[src/verilog/cgd_pkg.sv]
package cgd_pkg;

	// ==========================================================
	// Geometry
	localparam int unsigned ADDR_W     = 8;
	localparam int unsigned DATA_W     = 14;
	localparam int unsigned GROUPS     = 4;
	localparam int unsigned REGS_PER_G = 10;
	localparam int unsigned CHANNELS   = 40;
	localparam int unsigned GSEL_LSB   = 4;
	localparam int unsigned IDX_W      = 4;
	localparam int unsigned TYPE_W     = 2;

	// ==========================================================
	// Codes
	localparam logic [3:0] GSEL_ALL      = 4'h0;
	localparam logic [3:0] IDX_LAST      = 4'h9;
	localparam logic [1:0] TYPE_DATA     = 2'h3;
	localparam logic [1:0] TYPE_OFFSET   = 2'h2;
	localparam logic [1:0] TYPE_GAIN     = 2'h1;
	localparam logic [1:0] TYPE_SPECIAL  = 2'h0;
	localparam logic [9:0] SLICE_ALL     = 10'h3ff;
	localparam logic [9:0] SLICE_NONE    = 10'h000;

	// ==========================================================
	// Reset values
	localparam logic [39:0] CH_SEL_RST  = 40'h00_0000_0000;
	localparam logic [13:0] DATA_RST    = 14'h0000;
	localparam logic [1:0]  TYPE_RST    = 2'h0;
	localparam logic [7:0]  ADDR_RST    = 8'h00;
	localparam logic        FLAG_RST    = 1'b0;
	localparam logic        CLEAR_RST   = 1'b1;
	localparam logic        PIN_IDLE    = 1'b1;

endpackage

[src/verilog/cgd_decoder.sv]
`timescale 1ns/1ps
// Behaviour
// - Each write carries an 8-bit address split into a 4-bit group selector and 4-bit index.
// - Selector zero hits all 40 channels; otherwise bit0..bit3 enable groups A..D in any mix.
// - The index picks register 0 to 9 inside each selected group.
// - With all channels selected the index is ignored and every channel is written.
// - After power-up the outputs sit cleared at the device-under-test ground level.
// - A 2-bit type select picks data 11, offset 10, gain 01 or special function 00.
// - Address and 14-bit data are latched on the write strobe rising edge with select low.
module cgd_decoder (
	input  wire logic        mclk_i,
	input  wire logic        rst_n_i,
	input  wire logic        dev_sel_n_i,
	input  wire logic        wr_n_i,
	input  wire logic [7:0]  addr_i,
	input  wire logic [13:0] data_i,
	input  wire logic        register_type_select_high_i,
	input  wire logic        register_type_select_low_i,
	output logic [39:0]      ch_sel_o,
	output logic [13:0]      wr_data_o,
	output logic [1:0]       reg_type_o,
	output logic             special_function_o,
	output logic             wr_stb_o,
	output logic             output_clear_o
);
	// ==========================================================
	// Pin synchronisation
	// Every pin is asynchronous to mclk_i, so each one passes two flops
	// before any decode logic reads it
	logic [7:0]  addr_s1_reg;
	logic [7:0]  addr_s2_reg;
	logic [13:0] data_s1_reg;
	logic [13:0] data_s2_reg;
	logic [1:0]  type_s1_reg;
	logic [1:0]  type_s2_reg;
	logic        sel_n_s;
	logic        wr_n_s;
	logic        wr_n_d_reg;

	// Select pin idles high, so its synchroniser resets to the idle level
	cgd_sync2 u_sync_sel (
		.mclk_i    (mclk_i),
		.rst_n_i   (rst_n_i),
		.rst_val_i (cgd_pkg::PIN_IDLE),
		.d_i       (dev_sel_n_i),
		.q_o       (sel_n_s)
	);

	// Strobe pin idles high too; a low reset value would fake a rising edge
	cgd_sync2 u_sync_wr (
		.mclk_i    (mclk_i),
		.rst_n_i   (rst_n_i),
		.rst_val_i (cgd_pkg::PIN_IDLE),
		.d_i       (wr_n_i),
		.q_o       (wr_n_s)
	);

	// Address lines, aligned with the strobe synchroniser
	// The host holds the bus steady for several cycles around the strobe
	// rise, so a word-wide capture needs no handshake of its own
	// Limitation: a host that changes the bus within one cycle of the
	// rise can have a mixed word latched
	always_ff @(posedge mclk_i or negedge rst_n_i) begin
		if (!rst_n_i) begin
			addr_s1_reg <= cgd_pkg::ADDR_RST;
			addr_s2_reg <= cgd_pkg::ADDR_RST;
		end else begin
			addr_s1_reg <= addr_i;
			addr_s2_reg <= addr_s1_reg;
		end
	end

	// Data lines, same depth as the address path
	always_ff @(posedge mclk_i or negedge rst_n_i) begin
		if (!rst_n_i) begin
			data_s1_reg <= cgd_pkg::DATA_RST;
			data_s2_reg <= cgd_pkg::DATA_RST;
		end else begin
			data_s1_reg <= data_i;
			data_s2_reg <= data_s1_reg;
		end
	end

	// Register-type lines, same depth as the address path
	always_ff @(posedge mclk_i or negedge rst_n_i) begin
		if (!rst_n_i) begin
			type_s1_reg <= cgd_pkg::TYPE_RST;
			type_s2_reg <= cgd_pkg::TYPE_RST;
		end else begin
			type_s1_reg <= {register_type_select_high_i, register_type_select_low_i};
			type_s2_reg <= type_s1_reg;
		end
	end

	// Previous strobe level for edge detection
	// Reset to the idle level, so no false edge follows reset
	always_ff @(posedge mclk_i or negedge rst_n_i) begin
		if (!rst_n_i) begin
			wr_n_d_reg <= cgd_pkg::PIN_IDLE;
		end else begin
			wr_n_d_reg <= wr_n_s;
		end
	end

	// ==========================================================
	// Decode
	// Latency from pin rise to strobe is three edges: two for the
	// synchroniser and one for the outputs; the edge detector adds none
	logic            write_edge;
	logic [3:0]      gsel;
	logic [3:0]      idx;
	logic            bcast;
	logic            idx_ok;
	logic [9:0]      reg_onehot;
	logic [3:0][9:0] grp_sel;
	logic [39:0]     ch_sel_next;
	logic            special_next;

	// Rising strobe edge
	// Select is looked at on the edge itself; a rise with select high is dropped
	assign write_edge = wr_n_s && !wr_n_d_reg && !sel_n_s;

	assign gsel = addr_s2_reg[cgd_pkg::ADDR_W-1:cgd_pkg::GSEL_LSB];
	assign idx  = addr_s2_reg[cgd_pkg::GSEL_LSB-1:0];

	// Selector zero is the broadcast code
	assign bcast = (gsel == cgd_pkg::GSEL_ALL);

	// Index above 9 selects no register
	assign idx_ok = (idx <= cgd_pkg::IDX_LAST);

	// One register line out of ten
	// An index outside the range leaves every line low
	always_comb begin
		reg_onehot = cgd_pkg::SLICE_NONE;
		for (int n = 0; n < cgd_pkg::REGS_PER_G; n++) begin
			if (idx_ok && (int'(idx) == n)) begin
				reg_onehot[n] = 1'b1;
			end
		end
	end

	// Group slices, broadcast overrides the index
	// A selector with several bits set writes the same register in each
	// chosen group; the slices are independent, so one generate loop does
	for (genvar g = 0; g < cgd_pkg::GROUPS; g++) begin : g_group
		assign grp_sel[g] = bcast ? cgd_pkg::SLICE_ALL :
			(gsel[g] ? reg_onehot : cgd_pkg::SLICE_NONE);
	end

	// Group A in the low slice, so register n of group g is bit g*10+n
	assign ch_sel_next = grp_sel;

	// Special function type flag
	// Decoded once here so the output flop needs no compare of its own
	assign special_next = (type_s2_reg == cgd_pkg::TYPE_SPECIAL);

	// ==========================================================
	// Output registers
	// Every output comes straight from a flop; all load on the same edge,
	// so a reader never sees half of one write and half of another

	// One-cycle strobe per write
	// It pulses even when the index selects nothing, so the host side
	// can count every accepted write
	always_ff @(posedge mclk_i or negedge rst_n_i) begin
		if (!rst_n_i) begin
			wr_stb_o <= cgd_pkg::FLAG_RST;
		end else begin
			wr_stb_o <= write_edge;
		end
	end

	// Channel select, held until the next write
	always_ff @(posedge mclk_i or negedge rst_n_i) begin
		if (!rst_n_i) begin
			ch_sel_o <= cgd_pkg::CH_SEL_RST;
		end else if (write_edge) begin
			ch_sel_o <= ch_sel_next;
		end
	end

	always_ff @(posedge mclk_i or negedge rst_n_i) begin
		if (!rst_n_i) begin
			wr_data_o <= cgd_pkg::DATA_RST;
		end else if (write_edge) begin
			wr_data_o <= data_s2_reg;
		end
	end

	always_ff @(posedge mclk_i or negedge rst_n_i) begin
		if (!rst_n_i) begin
			reg_type_o <= cgd_pkg::TYPE_RST;
		end else if (write_edge) begin
			reg_type_o <= type_s2_reg;
		end
	end

	// Special function flag of the write
	always_ff @(posedge mclk_i or negedge rst_n_i) begin
		if (!rst_n_i) begin
			special_function_o <= cgd_pkg::FLAG_RST;
		end else if (write_edge) begin
			special_function_o <= special_next;
		end
	end

	// Clear held from reset until the first write lands
	// A later reset brings it back, so outputs never drive stale codes
	// Trade-off: any accepted write drops the clear, not only a data write
	always_ff @(posedge mclk_i or negedge rst_n_i) begin
		if (!rst_n_i) begin
			output_clear_o <= cgd_pkg::CLEAR_RST;
		end else if (write_edge) begin
			output_clear_o <= ~cgd_pkg::CLEAR_RST;
		end
	end
endmodule

[src/verilog/cgd_sync2.sv]
`timescale 1ns/1ps

// ==========================================================
// Two-flop synchroniser for one pin
module cgd_sync2 (
	input  wire logic mclk_i,
	input  wire logic rst_n_i,
	input  wire logic rst_val_i,
	input  wire logic d_i,
	output logic      q_o
);
	logic meta_reg;

	// First stage feeds only the second stage
	always_ff @(posedge mclk_i or negedge rst_n_i) begin
		if (!rst_n_i) begin
			meta_reg <= cgd_pkg::PIN_IDLE;
			q_o      <= cgd_pkg::PIN_IDLE;
		end else begin
			meta_reg <= d_i;
			q_o      <= meta_reg;
		end
	end

	// rst_val_i kept unused in flops: async reset takes a constant
	logic unused_rst_val;
	assign unused_rst_val = rst_val_i;
endmodule

[config.mk]
export PLATFORM = sky130hd
export DESIGN_NAME = cgd_decoder
export DESIGN_NICKNAME = d
export VERILOG_FILES = /design/src/verilog/cgd_pkg.sv /design/src/verilog/cgd_decoder.sv /design/src/verilog/cgd_sync2.sv
export SDC_FILE = /design/constraint.sdc
export NUM_CORES = 1
export LEC_CHECK = 0
export BUFFER_PORTS_ARGS = -buffer_cell sky130_fd_sc_hd__buf_2
export CAP_MARGIN = 20
export CORE_MARGIN = 1
export CORE_UTILIZATION = 30
export CTS_BUF_LIST = sky130_fd_sc_hd__clkbuf_16
export CTS_CLUSTER_SIZE = 14
export DETAILED_ROUTE_END_ITERATION = 6
export PLACE_DENSITY = 0.58
export SETUP_SLACK_MARGIN = 0.2
export SLEW_MARGIN = 20
export SYNTH_ARGS = -nofsm -noshare
export SYNTH_HDL_FRONTEND = slang
export SYNTH_HIERARCHICAL = 1
export SYNTH_SLANG_ARGS = --single-unit
[constraint.sdc]
create_clock -name mclk_i -period 1.7 [get_ports mclk_i]
set_input_delay 0.34 -clock mclk_i [delete_from_list [all_inputs] [get_ports mclk_i]]
set_output_delay 0.34 -clock mclk_i [all_outputs]
set_load 0.03 [all_outputs]
After elaboration in Yosys (flattened, before gate mapping)
Cells that the tools add are included.
{"block": "classes", "order_cmp": 1, "mux": 18, "n_addsub": 0, "eq_ne": 9, "bitwise": 0, "n_mul": 0, "reduce_logical": 17, "n_div": 0, "shift": 0}
{"operator": "$mux 10", "count": 8}
{"operator": "$eq 4x4->1 const B", "count": 6}
{"operator": "$logic_and 1x1->1", "count": 12}
{"operator": "$mux 1", "count": 10}
{"operator": "$eq 4x3->1 const B", "count": 2}
{"operator": "$logic_not 4->1", "count": 2}
{"operator": "$eq 4x2->1 const B", "count": 1}
{"operator": "$le 4x4->1 const B", "count": 1}
{"operator": "$logic_not 1->1", "count": 2}
{"operator": "$logic_not 2->1", "count": 1}
{"block": "word_totals", "word_cells": 62, "mem_bits_rw": 0, "latch_bits": 0, "romBits": 0, "memories": 0, "register_bits": 112, "inputBits": 28}

Depth between registers and ports, before layout
Gate-level depths: netlist of the first run.
{"block": "depth", "word_depth": 5, "mapped_depth": 6}

Modules after synthesis
Netlist of the first run, hierarchy kept.
{"module": "cgd_decoder", "cells_each": 314, "area_each_um2": 3727.3, "instances": 1, "seq_area_each_um2": 2705.1}
{"module": "cgd_sync2", "cells_each": 2, "area_each_um2": 52.6, "instances": 2, "seq_area_each_um2": 52.6}

Least setup slack after synthesis of the first run
OpenSTA, ideal clock, no wires.
{"block": "synth_path", "kind": "register -> register", "from": "register u_sync_wr.q_o", "to": "register wr_data_o[10]", "synth_period_minus_slack_ps": 1447, "required_time_ps": 1583, "path_stages_with_launch": 6, "path_slack_ps": 253, "n_path_buf": 2, "t_arrival_ps": 1331, "cell_sequence": "dfstp_2 > or3b_4 > buf_2 > buf_2 > nand2_1 > nand2_1"}
{"block": "synth_via", "elab_chain_len": 2}
{"item": "start, declared", "line_no": "cgd_sync2.sv:10", "source": "output logic q_o"}
{"item": "start signal, assigned", "line_no": "cgd_sync2.sv:18", "source": "q_o <= cgd_pkg::PIN_IDLE;"}
{"item": "start signal, assigned", "line_no": "cgd_sync2.sv:21", "source": "q_o <= meta_reg;"}
{"item": "$logic_and 1x1->1 (2 in series)", "line_no": "cgd_decoder.sv:121", "source": "assign write_edge = wr_n_s && !wr_n_d_reg && !sel_n_s;"}
{"item": "end signal, assigned", "line_no": "cgd_decoder.sv:185", "source": "wr_data_o <= cgd_pkg::DATA_RST;"}
{"item": "end signal, assigned", "line_no": "cgd_decoder.sv:187", "source": "wr_data_o <= data_s2_reg;"}
{"item": "end, declared", "line_no": "cgd_decoder.sv:20", "source": "output logic [13:0] wr_data_o,"}
No other way between the ends.
A chain may end at the register's enable or synchronous reset.

Final worst setup path of the first run
{"block": "layout_path", "from": "register u_sync_wr.q_o", "to": "register ch_sel_o[18]"}
{"block": "layout_via", "elab_chain_len": 2}
{"item": "$logic_and 1x1->1 (2 in series)", "line_no": "cgd_decoder.sv:121"}
{"item": "end signal, assigned", "line_no": "cgd_decoder.sv:177", "source": "ch_sel_o <= cgd_pkg::CH_SEL_RST;"}
{"item": "end signal, assigned", "line_no": "cgd_decoder.sv:179", "source": "ch_sel_o <= ch_sel_next;"}
{"item": "end, declared", "line_no": "cgd_decoder.sv:19", "source": "output logic [39:0] ch_sel_o,"}
No other way between the ends.

==> results of run 1 <==
cell usage in the layout (no fill, tap or decap), types with 4 or more instances in the layout:
master and instances:
buf_4 17, dfstp_2 6, nor2_1 40, and4bb_2 4, nand2_1 89, buf_12 4
a21oi_2 11, a21oi_1 29, buf_2 85, dfrtp_1 106, clkbuf_16 11
through the flow:
stage	power (mW)	std cells	hold slack [ns]
CTS	6.402	589	0.01204
global placement	4.304	568	0.3328
finish	6.318	593	-0.01318
detailed placement	4.331	568	0.3347
global route	6.638	593	0.03293
floorplan	3.876	317	0.04441
power breakdown:
group	internal [mW]	switching, mW
clock	1.03	0.988
sequential	2.96	0.156
combinational	0.364	0.828
total	4.35	1.97
routing by layer:
metal / global-route usage (%) / up-vias / wire, um
met3: 4.112 / 10 / 531
met2: 21.81 / 65 / 4277
met1: 17.97 / 1256 / 3791
met5: 0 / - / 0
li1: - / 1223 / -
met4: 5.195 / 0 / 138
timing repair:
item / CTS / global route
endpoints found under the hold margin: 0 / 0
pin swaps: 1 / 0
setup buffers: 2 / 2
endpoints found under the setup margin: 40 / 45
gates resized for setup: 5 / 3
gates cloned: 3 / 2
worst paths after layout:
check	slack, ns	to	cells past startpoint	start
setup / recovery	0.11	ch_sel_o[18]	5	u_sync_wr/q_o
setup reg to reg	0.11	ch_sel_o[18]	5	u_sync_wr/q_o
min in group mclk_i	0.09	u_sync_wr/meta_reg	1	wr_n_i
hold / removal	-0.01	wr_data_o[2]	1	rst_n_i
max in group asynchronous	1.11	data_s1_reg[3]	2	rst_n_i
hold reg to reg	0.35	data_s2_reg[9]	0	data_s1_reg[9]
worst register-to-register path, cell delays in order, from the launching register on:
cell and delay (ns):
dfstp_2 0.53, or3b_4 0.42, nor2_4 0.15, buf_4 0.15, clkbuf_16 0.15, a21oi_1 0.08
layout make-up:
type,instances,area (um2),share of cell area (%)
inverters,1,8.758,0.1751
repair buffers,112,777.0,15.53
multi-input cells,184,909.6,18.18
clock inverters,7,61.31,1.226
well taps,168,210.2,4.202
clock buffers,9,225.2,4.502
flip-flops and latches,112,2810,56.18
==> results.md, run 1 <==
* WL/cell at between 10 and 15 um
* Max reg flops at 40
* DP Area at 4531 um2
* Post-synth net total at 345
* Design Area, Final at 5002 um2
* Worst setup EP type: flip-flop
* Clock sink count at roughly 110
* Largest Register: ch_sel_o
* IO Count at 87
* CTS tree: done
* Setup violators final at 0
* Final setup margin at ~0.11 ns
* Outcome: complete, but fails checks
* Clock buffer count from CTS at 9
* Layout net count at 448
* Clk slew on worst S/H paths at 0.07 ns
* Share of layout cells above drive strength 1 at between 30% and 40%
* Vias in the first global route at 2599
* Fill cells at 1215
* Routability Congestion at between 0.7 and 0.8
* Global-route wire length before repair at 13590 um
* Die area at 13220 um2
* Arr. time, crit path at around 1.8 ns
* Slew @ Worst Pin at 0.5923 ns
* Cts hold-fix bufs at 0
* Hold_ws at -0.01318 ns
* Highest Clock Rate at 629.0 MHz
* Slew HR at 60.51%
* Final hold violations at 10
* Crit path time final at 1.590 ns
* Row cnt at 40
* CP cell instances: or3b_4 -> nor2_4 -> buf_4 -> clkbuf_16 -> a21oi_1
* Fin. max-slew vios at 0
* CTS HTree Levels at 3
* Worst-Skew Late Latency at 0.34 ns
* Iter 0 DRT Violations at 142
* Pre-antenna DRT Iters at 4
* Setup TNS at 0 ns
* Die span in x at 115.0 um
* Clock Skews at 0.003848 ns
* Via count at 2554
* Required @ worst endpoint at 1.93 ns
* Crit path launch type: flip-flop
* GRT overflow at 0
* PD cells at 1263 nW/um2
* Peak VDD IR at between 400 and 500 uV
* Clk buf depth at 2
* RSZ-0062 raised after global routing: yes
* Area delta synth->final at 30.65%
* Buf/Inv on CP at 2
* Crit path max fanout at 10
* CP top delay family: simple AND/OR/NAND/NOR gates
* Starting Density at about a third
* Fin util at ~41%
* CTS Root Cell: clkbuf_16
* P_leak at 2.342 nW
* Worst path max stage delay at between 0.5 and 0.6 ns
* Synth Area per Inst at 12.08 um2
* Via/cell ratio at 4.307
* Post-Syn Instances at 317
* Setup slack after placement at 0.1525 ns
* Largest net degree at the start of global routing at 44
* DRC Markers at 0
* DRT Wirelength at 8739 um
* Die H at 115.0 um
* Min-Delay Path Class: in -> async
* Post-DRT Antenna Nets at 0
* # diodes at 0
* Failing checks: hold timing
* Critical path's slowest cell: dfstp_2
* Initial antenna violation count at 0
* Ys Warns at 6
* CORE AREA at 12210 um2
* Tcrit/Tclk final at ~94%
* Total track usage at ~14%
* Worst setup path category: reg -> reg
* Port-buffer cells at 86
* DP HPWL at 5567 um
* Cell area after synthesis at around 3800 um2
* Max_cap viols at 0
No activity file was read; power rests on OpenSTA's default activity.
==> inputs of run 2 (changes only) <==
BUFFER_PORTS_ARGS = -buffer_cell sky130_fd_sc_hd__buf_4   (was -buffer_cell sky130_fd_sc_hd__buf_2)
SETUP_SLACK_MARGIN = 0.3   (was 0.2)
==> results.md, run 2 (synthesized netlist as in run 1, its figures left out) <==
* Outcome: complete, no violations
* Crit path max fanout at 20
* Clock buffer count from CTS at 9
* Worst-Skew Late Latency at 0.34 ns
* IO Count at 87
* Worst Min Path Start: dev_sel_n_i
* Port-buffer cells at 86
* DRT Wirelength at 8557 um
* Clk buf depth at 2
* Die H at 115.0 um
* Critical R2R Launch: u_sync_wr/q_o
* # diodes at 0
* RSZ-0062 raised after global routing: yes
* Via count at between 2000 and 3000
* DP Cell Count at 566
* Crit path launch type: flip-flop
* Commonest non-fill, non-tap cell in the layout: dfrtp_1
* Fill cells at 1209
* Crit path time final at ~1.6 ns
* Largest Register: ch_sel_o
* Worst setup EP type: flip-flop
* Commonest non-fill, non-tap cells in the layout: 106 x dfrtp_1, 97 x buf_4, 89 x nand2_1
* Clock Skews at roughly 0.0068 ns
* P_leak at about 2.4 nW
* Clk slew on worst S/H paths at 0.07 ns
* CTS tree: done
* Slew HR at between 60% and 70%
* Global-route wire length before repair at between 10000 and 15000 um
* Highest Clock Rate at 642.7 MHz
* DRC Markers at 0
* Slew @ Worst Pin at 0.5041 ns
* PD cells at 1291 nW/um2
* Row cnt at 40
* Setup TNS at 0 ns
* Fin. max-slew vios at 0
* Layout net count at 442
* Area delta synth->final at 35.03%
* Via/cell ratio at 4.291
* Die area at around 13000 um2
* Hold_ws at 0.09938 ns
* Clock sink count at 112
* Final hold violations at 0
* Largest net degree at the start of global routing at 67
* DP HPWL at 5493 um
* Iter 0 DRT Violations at 126
* CTS Root Cell: clkbuf_16
* Required @ worst endpoint at 1.93 ns
* Max reg flops at 40
* GRT overflow at 0
* Routability Congestion at 0.7151
* Initial antenna violation count at 0
* Arr. time, crit path at 1.78 ns
* Pre-antenna DRT Iters at 4
* Worst setup path category: reg -> reg
* Min-Delay Path Class: in -> reg
* Setup violators final at 0
* Total track usage at 13.06%
* Starting Density at roughly a third
* Max_cap viols at 0
* CORE AREA at 12210 um2
* Non-Filler Instances at 587
* Peak VDD IR at 589.6 uV
* Tcrit/Tclk final at between 90% and 100%
* Vias in the first global route at 2497
* CTS HTree Levels at 3
* Post-DRT Antenna Nets at 0
* WL/cell at 14.58 um
* Share of layout cells above drive strength 1 at 37.23%
* Die span in x at 115.0 um
* Worst setup path start: u_sync_wr/q_o
==> run 2: power breakdown <==
part           total [mW]  internal, mW  switching, mW
Clock                2.24          1.29          0.943
Sequential           3.13          2.96          0.171
Combinational        1.31         0.494          0.815
Total                6.68          4.75           1.93
==> run 2: what timing repair did <==
| action | CTS | global route |
|---|---|---|
| setup endpoints to repair | 57 | 58 |
| buffers inserted | 0 | 0 |
| pin swaps | 0 | 1 |
| gates resized for setup | 1 | 4 |
| hold endpoints to repair | 17 | 0 |
| cloned | 0 | 4 |
| hold buffers | 1 | 0 |
==> run 2: path summary, 6_finish.rpt <==
check                                       to  slack, ns  depth (start not counted)
max                                ch_sel_o[4]       0.14                          4
min reg2reg                    data_s2_reg[13]       0.35                          0
max in group asynchronous       output_clear_o       0.59                          3
min                        u_sync_sel/meta_reg        0.1                          1
max reg2reg                        ch_sel_o[4]       0.14                          4
min in group asynchronous       data_s2_reg[5]       0.43                          2
==> run 2: cell type report <==
cell class,instances,area (um2),share of cell area [%]
clock buffers,9,225.2,4.356
inverters,1,6.256,0.1210
multi-input cells,184,927.1,17.93
flip-flops and latches,112,2810,54.36
clock inverters,7,95.09,1.839
well taps,168,210.2,4.066
repair buffers,106,895.9,17.33
==> run 2: metal layers <==
metal / vias to the layer above / share of wire [%] / global-route usage (%)
li1: 1205 / - / -
met1: 1247 / 45 / 17.64
met2: 59 / 48 / 19.88
met3: 8 / 5.9 / 3.848
met4: 0 / 1.2 / 4.935
met5: - / 0 / 0
==> run 2: worst max-delay path, stage by stage (launching register included) <==
cell,delay (ns)
dfstp_2,0.53
or3b_4,0.41
nor2_4,0.18
clkbuf_16,0.23
a21oi_1,0.08
==> run 2: per-stage QoR <==
step / setup slack (ns) / power [mW] / cell area [um2] / utilization (%)
6_report: 0.1440 / 6.675 / 5170 / 42.34
4_1_cts: 0.1454 / 6.741 / 5062 / 41.45
5_1_grt: 0.1096 / 6.986 / 5170 / 42.34
2_1_floorplan: 0.2691 / 3.886 / 3846 / -
3_5_place_dp: 0.1586 / 4.488 / 4728 / 38.72
3_3_place_gp: 0.1913 / 4.460 / 4728 / 38.72
